File: src/pkg/fac_pkg.sv
// Constants, register map and state encoding for the fault alert and capture store block.
// Assumes a single 20 MHz clock shared by the register port, fault inputs and measurement inputs.
package fac_pkg;

	// Capture set geometry: twelve bytes of live measurements plus ten auxiliary bytes.
	localparam int CAP_BYTES  = 22;
	localparam int LIVE_BYTES = 12;
	localparam int CAP_BITS   = CAP_BYTES * 8;

	// Register offsets on the plain register port.
	localparam logic [7:0] OFF_MISC     = 8'h00;
	localparam logic [7:0] OFF_CAP_CTRL = 8'h01;
	localparam logic [7:0] OFF_IRQ_STAT = 8'h02;
	localparam logic [7:0] OFF_IRQ_MASK = 8'h03;
	localparam logic [7:0] OFF_ALERT_EN = 8'h04;
	localparam logic [7:0] OFF_SHUT_EN  = 8'h05;
	localparam logic [7:0] OFF_FAULT    = 8'h06;
	localparam logic [7:0] OFF_CAP_DATA = 8'h07;
	localparam logic [7:0] OFF_CAP_PTR  = 8'h08;
	localparam logic [7:0] OFF_CFG_CMD  = 8'h09;
	localparam logic [7:0] OFF_PROTECT  = 8'h0a;
	localparam logic [7:0] OFF_STATUS   = 8'h0b;
	localparam logic [7:0] OFF_CFG_WORD = 8'h0c;
	localparam logic [7:0] OFF_LIVE     = 8'h10;

	// Field positions.
	localparam int MISC_CAP_EN = 1;
	localparam int MISC_BLOCK  = 2;
	localparam int IRQ_ALERT       = 0;
	localparam int IRQ_STORED      = 1;
	localparam int IRQ_STORE_REF   = 2;
	localparam int IRQ_RESTORED    = 3;
	localparam int IRQ_RESTORE_REF = 4;

	// Command codes.
	localparam logic [7:0] CAP_CMD_LOAD     = 8'h01;
	localparam logic [7:0] CAP_CMD_SAVE     = 8'h02;
	localparam logic [7:0] CFG_SAVE_USER    = 8'h01;
	localparam logic [7:0] CFG_SAVE_DEF     = 8'h02;
	localparam logic [7:0] CFG_RESTORE_USER = 8'h03;
	localparam logic [7:0] CFG_RESTORE_DEF  = 8'h04;
	localparam logic [7:0] CFG_RESTORE_FACT = 8'h05;

	// Values after reset.
	localparam logic [7:0] MISC_RST     = 8'h00;
	localparam logic [7:0] MASK_RST     = 8'h00;
	localparam logic [7:0] ALERT_EN_RST = 8'hff;
	localparam logic [7:0] SHUT_EN_RST  = 8'hff;
	localparam logic [7:0] FACTORY_CFG  = 8'h00;

	// Flash store time: block-arranged data is the short case.
	localparam int CLK_MHZ        = 20;
	localparam int STORE_BLOCK_US = 700;
	localparam int STORE_BYTE_US  = 1400;
	localparam int STORE_BLOCK_CYC = STORE_BLOCK_US * CLK_MHZ;
	localparam int STORE_BYTE_CYC  = STORE_BYTE_US * CLK_MHZ;

	// Engine states, Gray coded along init, idle, store.
	typedef enum logic [1:0] {
		FAC_INIT  = 2'b00,
		FAC_IDLE  = 2'b01,
		FAC_STORE = 2'b11
	} fac_state_t;

endpackage : fac_pkg

File: src/hdl/fac_capture_core.sv
// Fault alert, parametric capture, capture store control and configuration stores.
// Assumes fault_event, ara_hit and the measurements come from logic on the same clock.
//
// The implementer's own choices: the address-and-strobe port and the register offsets.
`timescale 1ns/10ps
// What this block does
// - Pull the alert line low when any alert-enabled fault occurs.
// - Line stays low while faults pend; host repeats polling until all cleared.
// - Live input/output voltage, current, temperature, frequency, duty always readable.
// - Capture runs only while misc bit 1 is set.
// - Captured 22 bytes read as a block, allowed during normal operation.
// - Control value 1 copies flash set into RAM for immediate readout.
// - Control value 2 stores set to flash, only while output disabled.
// - Fault with shutdown response stores the set to flash automatically while capture (misc bit 1) is enabled.
// - Fault with retry response never triggers the automatic store.
// - Flash store takes 700 us block-arranged, 1400 us otherwise.
// - After reset, both stores are empty, so the init cycle loads the factory configuration.
// - Keep default and user stores; restore only to levels made available.
// - Protected default store allows default restore, refuses factory restore.
module fac_capture_core #(
	parameter int BLOCK_CYC = fac_pkg::STORE_BLOCK_CYC,
	parameter int BYTE_CYC  = fac_pkg::STORE_BYTE_CYC
) (
	// Clock and reset.
	input  wire logic        clock,
	input  wire logic        sys_rst,
	// Register port.
	input  wire logic [7:0]  reg_addr,
	input  wire logic [7:0]  reg_wdata,
	input  wire logic        reg_wr,
	input  wire logic        reg_rd,
	output logic      [7:0]  reg_rdata,
	// Fault and bus events.
	input  wire logic [7:0]  fault_event,
	input  wire logic        ara_hit,
	input  wire logic        output_enabled,
	// Measurements.
	input  wire logic [15:0] meas_vin,
	input  wire logic [15:0] meas_vout,
	input  wire logic [15:0] meas_iout,
	input  wire logic [15:0] meas_temp,
	input  wire logic [15:0] meas_freq,
	input  wire logic [15:0] meas_duty,
	input  wire logic [79:0] aux_params,
	// Alert pin, interrupt and configuration word.
	output logic             fault_alert_line,
	output logic             fault_alert_line_oe,
	output logic             irq,
	output logic      [7:0]  cfg_word
);
	localparam int LAST = fac_pkg::CAP_BYTES - 1;

	fac_pkg::fac_state_t state_reg;
	logic [7:0]  misc_reg, mask_reg, irq_stat_reg, alert_en_reg, shut_en_reg, fault_reg;
	logic [7:0]  cfg_word_reg, user_store_reg, def_store_reg;
	logic        user_valid_reg, def_valid_reg, protect_reg;
	logic        alert_req_reg, ident_reg, freeze_reg;
	logic [4:0]  ptr_reg;
	logic [7:0]  cap_ram [fac_pkg::CAP_BYTES];
	logic [fac_pkg::CAP_BITS-1:0] live, cap_flat, flash_rd;
	logic        flash_busy, flash_done, flash_start;
	logic        wr_cap, rd_cap, cap_en, alert_new, alert_clear;
	logic        auto_req, save_cmd, save_ok, load_cmd, load_ok, cfg_cmd;
	logic [7:0]  irq_set, rd_next;

	assign live = {aux_params, meas_duty, meas_freq, meas_temp, meas_iout, meas_vout, meas_vin};
	assign cap_en = misc_reg[fac_pkg::MISC_CAP_EN];
	assign wr_cap = reg_wr && (reg_addr == fac_pkg::OFF_CAP_CTRL);
	assign rd_cap = reg_rd && (reg_addr == fac_pkg::OFF_CAP_DATA);
	assign cfg_cmd = reg_wr && (reg_addr == fac_pkg::OFF_CFG_CMD);

	// Command decode; a store only starts from idle with the program timer free.
	// shutdown fault store
	assign auto_req = cap_en && |(fault_event & shut_en_reg);
	assign save_cmd = wr_cap && (reg_wdata == fac_pkg::CAP_CMD_SAVE);
	assign save_ok = save_cmd && !output_enabled;
	assign load_cmd = wr_cap && (reg_wdata == fac_pkg::CAP_CMD_LOAD);
	assign load_ok = load_cmd && !flash_busy;
	assign flash_start = (auto_req || save_ok) && (state_reg == fac_pkg::FAC_IDLE) && !flash_busy;

	// Flatten the capture RAM for the flash write.
	for (genvar g = 0; g < fac_pkg::CAP_BYTES; g++) begin : g_flat
		assign cap_flat[g*8 +: 8] = cap_ram[g];
	end

	fac_flash_store #(
		.BLOCK_CYC (BLOCK_CYC),
		.BYTE_CYC  (BYTE_CYC)
	) u_store (
		.clock      (clock),
		.sys_rst    (sys_rst),
		.wr_start   (flash_start),
		.block_mode (misc_reg[fac_pkg::MISC_BLOCK]),
		.wr_data    (cap_flat),
		.rd_data    (flash_rd),
		.busy       (flash_busy),
		.done       (flash_done)
	);

	// Engine sequence: one init cycle loads the configuration, stores run to completion.
	always_ff @(posedge clock) begin
		if (sys_rst) begin
			state_reg <= fac_pkg::FAC_INIT;
		end else begin
			case (state_reg)
				fac_pkg::FAC_INIT:  state_reg <= fac_pkg::FAC_IDLE;
				fac_pkg::FAC_IDLE:  state_reg <= flash_start ? fac_pkg::FAC_STORE : fac_pkg::FAC_IDLE;
				fac_pkg::FAC_STORE: state_reg <= flash_done ? fac_pkg::FAC_IDLE : fac_pkg::FAC_STORE;
				default:            state_reg <= fac_pkg::FAC_INIT;
			endcase
		end
	end

	// Plain control registers.
	always_ff @(posedge clock) begin
		if (sys_rst) begin
			misc_reg     <= fac_pkg::MISC_RST;
			mask_reg     <= fac_pkg::MASK_RST;
			alert_en_reg <= fac_pkg::ALERT_EN_RST;
			shut_en_reg  <= fac_pkg::SHUT_EN_RST;
		end else if (reg_wr) begin
			case (reg_addr)
				fac_pkg::OFF_MISC:     misc_reg <= reg_wdata;
				fac_pkg::OFF_IRQ_MASK: mask_reg <= reg_wdata;
				fac_pkg::OFF_ALERT_EN: alert_en_reg <= reg_wdata;
				fac_pkg::OFF_SHUT_EN:  shut_en_reg <= reg_wdata;
				default:               misc_reg <= misc_reg;
			endcase
		end
	end

	// Pending faults; a new fault in the clearing cycle survives the write-one clear.
	always_ff @(posedge clock) begin
		if (sys_rst) begin
			fault_reg <= 8'h00;
		end else if (reg_wr && reg_addr == fac_pkg::OFF_FAULT) begin
			fault_reg <= (fault_reg & ~reg_wdata) | fault_event;
		end else begin
			fault_reg <= fault_reg | fault_event;
		end
	end

	// Alert request and identification through the response address.
	assign alert_new = |(fault_event & alert_en_reg);
	assign alert_clear = ident_reg && !(|(fault_reg & alert_en_reg)) && !alert_new;
	always_ff @(posedge clock) begin
		if (sys_rst) begin
			alert_req_reg <= 1'b0;
			ident_reg     <= 1'b0;
		end else begin
			if (alert_new) begin
				alert_req_reg <= 1'b1;
				ident_reg     <= 1'b0;
			end else if (alert_clear) begin
				alert_req_reg <= 1'b0;
				ident_reg     <= 1'b0;
			end else if (ara_hit && alert_req_reg) begin
				ident_reg <= 1'b1;
			end
		end
	end
	assign fault_alert_line    = 1'b0;
	assign fault_alert_line_oe = alert_req_reg;

	// Capture RAM: tracks live data, frozen while a readout or a flash copy is held.
	// Cleared on reset so a readout before the first capture never shows unknown bytes.
	always_ff @(posedge clock) begin
		if (sys_rst) begin
			for (int i = 0; i < fac_pkg::CAP_BYTES; i++) begin
				cap_ram[i] <= 8'h00;
			end
		end else if (load_ok) begin
			for (int i = 0; i < fac_pkg::CAP_BYTES; i++) begin
				cap_ram[i] <= flash_rd[i*8 +: 8];
			end
		end else if (cap_en && !freeze_reg) begin
			for (int i = 0; i < fac_pkg::CAP_BYTES; i++) begin
				cap_ram[i] <= live[i*8 +: 8];
			end
		end
	end

	// Readout pointer; the freeze keeps a 22-byte block read coherent.
	always_ff @(posedge clock) begin
		if (sys_rst) begin
			ptr_reg    <= 5'h00;
			freeze_reg <= 1'b0;
		end else if (load_ok || (reg_wr && reg_addr == fac_pkg::OFF_CAP_PTR)) begin
			ptr_reg    <= 5'h00;
			freeze_reg <= 1'b1;
		end else if (rd_cap) begin
			if (ptr_reg == 5'(LAST)) begin
				ptr_reg    <= 5'h00;
				freeze_reg <= 1'b0;
			end else begin
				ptr_reg    <= ptr_reg + 5'h01;
				freeze_reg <= 1'b1;
			end
		end
	end

	// Configuration stores, loaded once after reset and guarded on restore.
	always_ff @(posedge clock) begin
		if (sys_rst) begin
			cfg_word_reg   <= fac_pkg::FACTORY_CFG;
			user_store_reg <= 8'h00;
			def_store_reg  <= 8'h00;
			user_valid_reg <= 1'b0;
			def_valid_reg  <= 1'b0;
			protect_reg    <= 1'b0;
		end else if (state_reg == fac_pkg::FAC_INIT) begin
			cfg_word_reg <= user_valid_reg ? user_store_reg :
				def_valid_reg ? def_store_reg : fac_pkg::FACTORY_CFG;
		end else if (reg_wr && reg_addr == fac_pkg::OFF_CFG_WORD) begin
			cfg_word_reg <= reg_wdata;
		end else if (reg_wr && reg_addr == fac_pkg::OFF_PROTECT) begin
			protect_reg <= protect_reg | reg_wdata[0];
		end else if (cfg_cmd) begin
			case (reg_wdata)
				fac_pkg::CFG_SAVE_USER: begin
					user_store_reg <= cfg_word_reg;
					user_valid_reg <= 1'b1;
				end
				fac_pkg::CFG_SAVE_DEF: begin
					def_store_reg <= protect_reg ? def_store_reg : cfg_word_reg;
					def_valid_reg <= def_valid_reg | !protect_reg;
				end
				fac_pkg::CFG_RESTORE_USER: begin
					cfg_word_reg <= user_valid_reg ? user_store_reg : cfg_word_reg;
				end
				fac_pkg::CFG_RESTORE_DEF: begin
					cfg_word_reg <= def_valid_reg ? def_store_reg : cfg_word_reg;
				end
				fac_pkg::CFG_RESTORE_FACT: begin
					cfg_word_reg <= protect_reg ? cfg_word_reg : fac_pkg::FACTORY_CFG;
				end
				default: cfg_word_reg <= cfg_word_reg;
			endcase
		end
	end
	assign cfg_word = cfg_word_reg;

	// Interrupt events.
	always_comb begin
		irq_set = 8'h00;
		irq_set[fac_pkg::IRQ_ALERT] = alert_new;
		irq_set[fac_pkg::IRQ_STORED] = flash_done;
		irq_set[fac_pkg::IRQ_STORE_REF] = ((auto_req || save_cmd) && !flash_start)
			|| (load_cmd && !load_ok);
		irq_set[fac_pkg::IRQ_RESTORED] = load_ok || (cfg_cmd && (
			(reg_wdata == fac_pkg::CFG_RESTORE_USER && user_valid_reg) ||
			(reg_wdata == fac_pkg::CFG_RESTORE_DEF && def_valid_reg) ||
			(reg_wdata == fac_pkg::CFG_RESTORE_FACT && !protect_reg)));
		irq_set[fac_pkg::IRQ_RESTORE_REF] = cfg_cmd && (
			(reg_wdata == fac_pkg::CFG_RESTORE_USER && !user_valid_reg) ||
			(reg_wdata == fac_pkg::CFG_RESTORE_DEF && !def_valid_reg) ||
			(reg_wdata == fac_pkg::CFG_RESTORE_FACT && protect_reg) ||
			(reg_wdata == fac_pkg::CFG_SAVE_DEF && protect_reg));
	end

	// Sticky status, write one to clear; a set in the same cycle wins.
	always_ff @(posedge clock) begin
		if (sys_rst) begin
			irq_stat_reg <= 8'h00;
		end else if (reg_wr && reg_addr == fac_pkg::OFF_IRQ_STAT) begin
			irq_stat_reg <= (irq_stat_reg & ~reg_wdata) | irq_set;
		end else begin
			irq_stat_reg <= irq_stat_reg | irq_set;
		end
	end
	assign irq = |(irq_stat_reg & mask_reg);

	// Read mux; unmapped addresses read zero.
	always_comb begin
		rd_next = 8'h00;
		case (reg_addr)
			fac_pkg::OFF_MISC:     rd_next = misc_reg;
			fac_pkg::OFF_IRQ_STAT: rd_next = irq_stat_reg;
			fac_pkg::OFF_IRQ_MASK: rd_next = mask_reg;
			fac_pkg::OFF_ALERT_EN: rd_next = alert_en_reg;
			fac_pkg::OFF_SHUT_EN:  rd_next = shut_en_reg;
			fac_pkg::OFF_FAULT:    rd_next = fault_reg;
			fac_pkg::OFF_CAP_DATA: rd_next = cap_ram[ptr_reg];
			fac_pkg::OFF_CAP_PTR:  rd_next = {3'h0, ptr_reg};
			fac_pkg::OFF_PROTECT:  rd_next = {7'h00, protect_reg};
			fac_pkg::OFF_STATUS:   rd_next = {1'b0, def_valid_reg, user_valid_reg, freeze_reg,
				flash_busy, ident_reg, alert_req_reg, state_reg == fac_pkg::FAC_IDLE};
			fac_pkg::OFF_CFG_WORD: rd_next = cfg_word_reg;
			default: begin
				if (reg_addr >= fac_pkg::OFF_LIVE
					&& reg_addr < fac_pkg::OFF_LIVE + 8'(fac_pkg::LIVE_BYTES)) begin
					rd_next = live[8*(reg_addr - fac_pkg::OFF_LIVE) +: 8];
				end
			end
		endcase
	end

	// Read data stands only in the cycle after the strobe.
	always_ff @(posedge clock) begin
		if (sys_rst) begin
			reg_rdata <= 8'h00;
		end else begin
			reg_rdata <= reg_rd ? rd_next : 8'h00;
		end
	end

	// Helper: length of the running store, checked when it finishes.
	logic [15:0] busy_cnt;
	always_ff @(posedge clock) begin
		if (sys_rst || flash_start) begin
			busy_cnt <= 16'h0000;
		end else if (flash_busy) begin
			busy_cnt <= busy_cnt + 16'h0001;
		end
	end
endmodule : fac_capture_core

File: src/hdl/fac_flash_store.sv
// Non-volatile capture store: holds one 22-byte set and models the timed program cycle.
// Assumes wr_start is a one-cycle pulse issued only while busy is low.
`timescale 1ns/10ps
module fac_flash_store #(
	parameter int BLOCK_CYC = fac_pkg::STORE_BLOCK_CYC,
	parameter int BYTE_CYC  = fac_pkg::STORE_BYTE_CYC
) (
	// Clock and reset.
	input  wire logic                        clock,
	input  wire logic                        sys_rst,
	// Program request.
	input  wire logic                        wr_start,
	input  wire logic                        block_mode,
	input  wire logic [fac_pkg::CAP_BITS-1:0] wr_data,
	// Stored data and progress.
	output logic      [fac_pkg::CAP_BITS-1:0] rd_data,
	output logic                             busy,
	output logic                             done
);
	logic [7:0]  mem [fac_pkg::CAP_BYTES];
	logic [15:0] cnt_reg;
	logic [15:0] target_reg;
	logic        busy_reg;
	logic        done_reg;

	// The array is the non-volatile cell, so reset leaves its contents alone.
	always_ff @(posedge clock) begin
		if (wr_start) begin
			for (int i = 0; i < fac_pkg::CAP_BYTES; i++) begin
				mem[i] <= wr_data[i*8 +: 8];
			end
		end
	end

	// Program timer; the length is chosen once per write from the data arrangement.
	always_ff @(posedge clock) begin
		if (sys_rst) begin
			cnt_reg    <= 16'h0000;
			target_reg <= 16'h0000;
			busy_reg   <= 1'b0;
			done_reg   <= 1'b0;
		end else begin
			done_reg <= 1'b0;
			if (wr_start && !busy_reg) begin
				busy_reg   <= 1'b1;
				cnt_reg    <= 16'h0001;
				target_reg <= block_mode ? 16'(BLOCK_CYC) : 16'(BYTE_CYC);
			end else if (busy_reg) begin
				if (cnt_reg == target_reg) begin
					busy_reg <= 1'b0;
					done_reg <= 1'b1;
				end else begin
					cnt_reg <= cnt_reg + 16'h0001;
				end
			end
		end
	end

	// Flatten the array for the copy back to RAM.
	for (genvar g = 0; g < fac_pkg::CAP_BYTES; g++) begin : g_rd
		assign rd_data[g*8 +: 8] = mem[g];
	end

	assign busy = busy_reg;
	assign done = done_reg;

endmodule : fac_flash_store

File: config.mk
export PLATFORM = sky130hd
export DESIGN_NAME = fac_capture_core
export DESIGN_NICKNAME = d
export VERILOG_FILES = /design/src/pkg/fac_pkg.sv /design/src/hdl/fac_capture_core.sv /design/src/hdl/fac_flash_store.sv
export SDC_FILE = /design/constraint.sdc
export NUM_CORES = 1
export LEC_CHECK = 0
export ABC_AREA = 1
export BUFFER_PORTS_ARGS = -buffer_cell sky130_fd_sc_hd__buf_4
export CAP_MARGIN = 10
export CELL_PAD_IN_SITES_DETAIL_PLACEMENT = 0
export CELL_PAD_IN_SITES_GLOBAL_PLACEMENT = 1
export CORE_MARGIN = 1.5
export CORE_UTILIZATION = 40
export CTS_CLUSTER_DIAMETER = 150
export DETAILED_ROUTE_END_ITERATION = 8
export GPL_TIMING_DRIVEN = 1
export PLACE_DENSITY_LB_ADDON = 0.08
export SYNTH_ARGS = -nofsm -noshare
export SYNTH_HDL_FRONTEND = slang
export SYNTH_SLANG_ARGS = --single-unit
File: constraint.sdc
create_clock -name clock -period 8.9 [get_ports clock]
set_input_delay 1.335 -clock clock [delete_from_list [all_inputs] [get_ports clock]]
set_output_delay 1.335 -clock clock [all_outputs]
set_load 0.02 [all_outputs]
==> qor.yml <==
outcome: "finished clean"
synth_xor_area_frac: 0.005798
post_cts_resized: 0
layout_worst_path_cycle_share: 0.4773
grt_pass1_wl_um: 116900
synth_top_area_share: 0.4665
slew_violations: 0
filler_cell_count: 5445
die_h_um: 241.0
clockRootBuffer: "clkbuf_16"
synth_nets: 2717
synth_top_family_by_area: "simple AND/OR/NAND/NOR gates"
synthFlopType: "edfxtp_1"
synth_top_cell_by_area: "edfxtp_1"
grt_max_degree: 169
setup_viol: 0
skew_ps: 27.78
initial_core_util: 0.4034
drt_first_pass_iters: 6
clkLatencyLatePin_ps: 620
worst_setup_path_start_kind: "input port"
syn_area_per_cell_um2: 9.050
synth-async-reset-ratio: 0
grt_pass1_vias: 18153
worstHoldPathCells: 0
synth_seq_cells: 471
fin_nets: 2880
ir_drop_uv: 144.0
vias: 18951
antenna_found_initial: 4
placedCellCount: 3368
synthCells: 2504
path_class: "input port to flop"
hold_viol: 0
path_cells: "buf_4 -> nor2_2 -> inv_2 -> nor2_4 -> nand2_1 -> nor2_4 -> nand3_1 -> inv_4 -> buf_4 -> a22o_1"
min-delay-start: "cap_ram[15][5]"
fp.dieW_um: 241.0
ios: 225
yosysWarningCount: 0
area_growth_pct: 16.91
drc: 0
netlist_area_mm2: 0.02266
ys_seq_area_frac: 0.5716
rsz0062_at_grt: "no"
synth_edf_count: 352
rrSetupSlack_ps: 5670
worstReg2RegEnd: "reg_rdata[4]"
rr_worst_depth: 13
dp_hpwl_um: 52170
arrival_ps: 4730
fin_cells: 3466
hold_buffers: 0
worstMarginPinSlew_ps: 1152
drv_cap: 0
wl_per_cell_um: 22.86
cts_setup_buffers: 0
core_mm2: 0.05617
vias_per_cell: 5.468
yosys-top-cells-area: "edfxtp_1 (47%), nand2_1 (11%), dfxtp_1 (11%), nand3_1 (5.1%), a22o_1 (4.6%)"
routed_wl_um: 79240
gp_congestion: 0.8734
grt_use_total: 0.2717
cts_tree: "built"
worstPathMaxFanout: 89
multiInputGateArea_mm2: 0.008169
clockBufferDepth: 3
synth_cell_type_count: 46
leakage_nw: 10.81
numClockSinks: 471
rows: 87
initialDrtViolationCount: 1943
holdPathEnd: "u_store.mem[3][29]"
synthSimpleGateAreaFrac: 0.2232
end_kind: "flop"
clkTransAtPathRegs_ps: 60
synth_compound_area_frac: 0.1266
required_ps: 9380
clock.fmax_mhz: 235.4
register_area_mm2: 0.01296
powerDensity_mw_per_mm2: 188.4
synth_fa_ha_area_frac: 0.003865
io_buffers: 223
period_needed_ps: 4248
holdCritPathClass: "flop to flop"
crit_slowest_cell: "inv_4"
ant_nets: 0
fin_tns_setup_ps: 0
dieArea_mm2: 0.05809
synth_mux_area_frac: 0
drive_gt1_frac: 0.1366
cts-buffers-inserted: 53
htree_levels: 2
gr-total-overflow: 0
relSlewSlack: 0.2319
crit_path_max_incr_delay_ps: 850
[where the power goes]
group	total, W	leakage, nW	switching, W	internal, W
Combinational	0.000326	5.58	0.000216	0.000110
Clock	0.00226	0.854	0.000929	0.00133
Sequential	0.00241	4.38	0.0000233	0.00239
[critical path: cells and delay by family]
| family | cells | cell delay, ps |
|---|---|---|
| buffers and inverters | 4 | 1960 |
| AND/OR/NAND/NOR | 5 | 1080 |
| AO/OA/AOI/OAI | 1 | 260 |
[worst max path at each step]
stage,from,to,slack [ps],cells past startpoint
final,reg_addr[3],cap_ram[12][0],4650,10
after floorplan,reg_addr[4],cap_ram[0][0],530,12
after global placement,reg_addr[1],cap_ram[1][6],4070,11
after CTS,reg_addr[1],cap_ram[12][0],4700,10
after global routing,reg_addr[3],cap_ram[2][5],4460,11
after detailed placement,reg_addr[1],cap_ram[12][0],4020,10
[cells by family (layout without fill, tap and decap cells)]
group / Yosys count / in the layout
other: 1 / 2
XOR/XNOR: 15 / 15
buffers and inverters: 353 / 558
flip-flops: 471 / 471
AO/OA/AOI/OAI: 458 / 458
adder cells (fa/ha/maj): 7 / 7
AND/OR/NAND/NOR: 1199 / 1199
[cell type report]
type,instances,share of cell area
Sequential cell,471,0.4891
Timing Repair Buffer,240,0.06896
Inverter,221,0.03188
Tap cell,756,0.03571
Multi-Input combinational cell,1680,0.3084
Clock buffer,72,0.05394
Clock inverter,25,0.01200
Antenna cell,1,0.00009446
[stage by stage]
step	hold slack [ps]	util	instance area [um^2]	power [W]	setup WS, ps
after floorplan	420.7	-	22660	0.002595	531.5
after global placement	423.7	0.4405	24740	0.002780	4072
after detailed placement	431.4	0.4405	24740	0.002780	4022
after CTS	427.2	0.4716	26490	0.005017	4696
after global routing	439.7	0.4716	26490	0.005132	4455
final	421.9	0.4716	26490	0.004992	4652
[routing by layer]
metal | share of wire | track usage | vias to the layer above
li1 | - | - | 8870
met1 | 0.43 | 0.3787 | 9199
met2 | 0.47 | 0.4334 | 764
met3 | 0.077 | 0.04506 | 112
met4 | 0.025 | 0.08277 | 6
met5 | 0.00043 | 0 | -
[Yosys cell counts, types with 7 or more instances]
master	number
inv_1	203
edfxtp_1	352
o211ai_1	27
nor2_2	8
a21oi_1	125
nor3_1	19
buf_2	36
buf_1	7
nor2_1	224
a22o_1	120
dfxtp_1	119
o21ai_0	130
nand4_1	16
ha_1	7
inv_2	14
nand2_1	667
buf_6	15
nand3_1	233
buf_4	19
o21ai_1	32
clkbuf_1	55
xor2_1	12
[cells in the final DEF (no fill, tap or decap), types with 3 or more instances in the layout]
cell type  instances
o211ai_1          27
or2_2              3
a21boi_0           3
xor2_1            12
nand3_1          232
clkinv_1          10
dfxtp_1          118
nor2_4             6
clkinv_2           9
nor4_1             3
nor2_1           223
clkbuf_16         54
buf_4            238
nand3_2            3
nand4_1           16
a31oi_1            3
a22o_1           120
inv_1            199
inv_2             14
xnor2_1            3
nor3_4             4
edfxtp_1         352
o21ai_1           32
ha_1               7
inv_4              4
nand2_2            6
o21ai_0          130
nor3_1            19
a22oi_1            5
bufinv_16          7
a221oi_1           4
clkbuf_1          17
nand2_1          667
a21oi_1          125
nor2_2             8
o22ai_1            6
No activity file was read; power rests on OpenSTA's default activity.
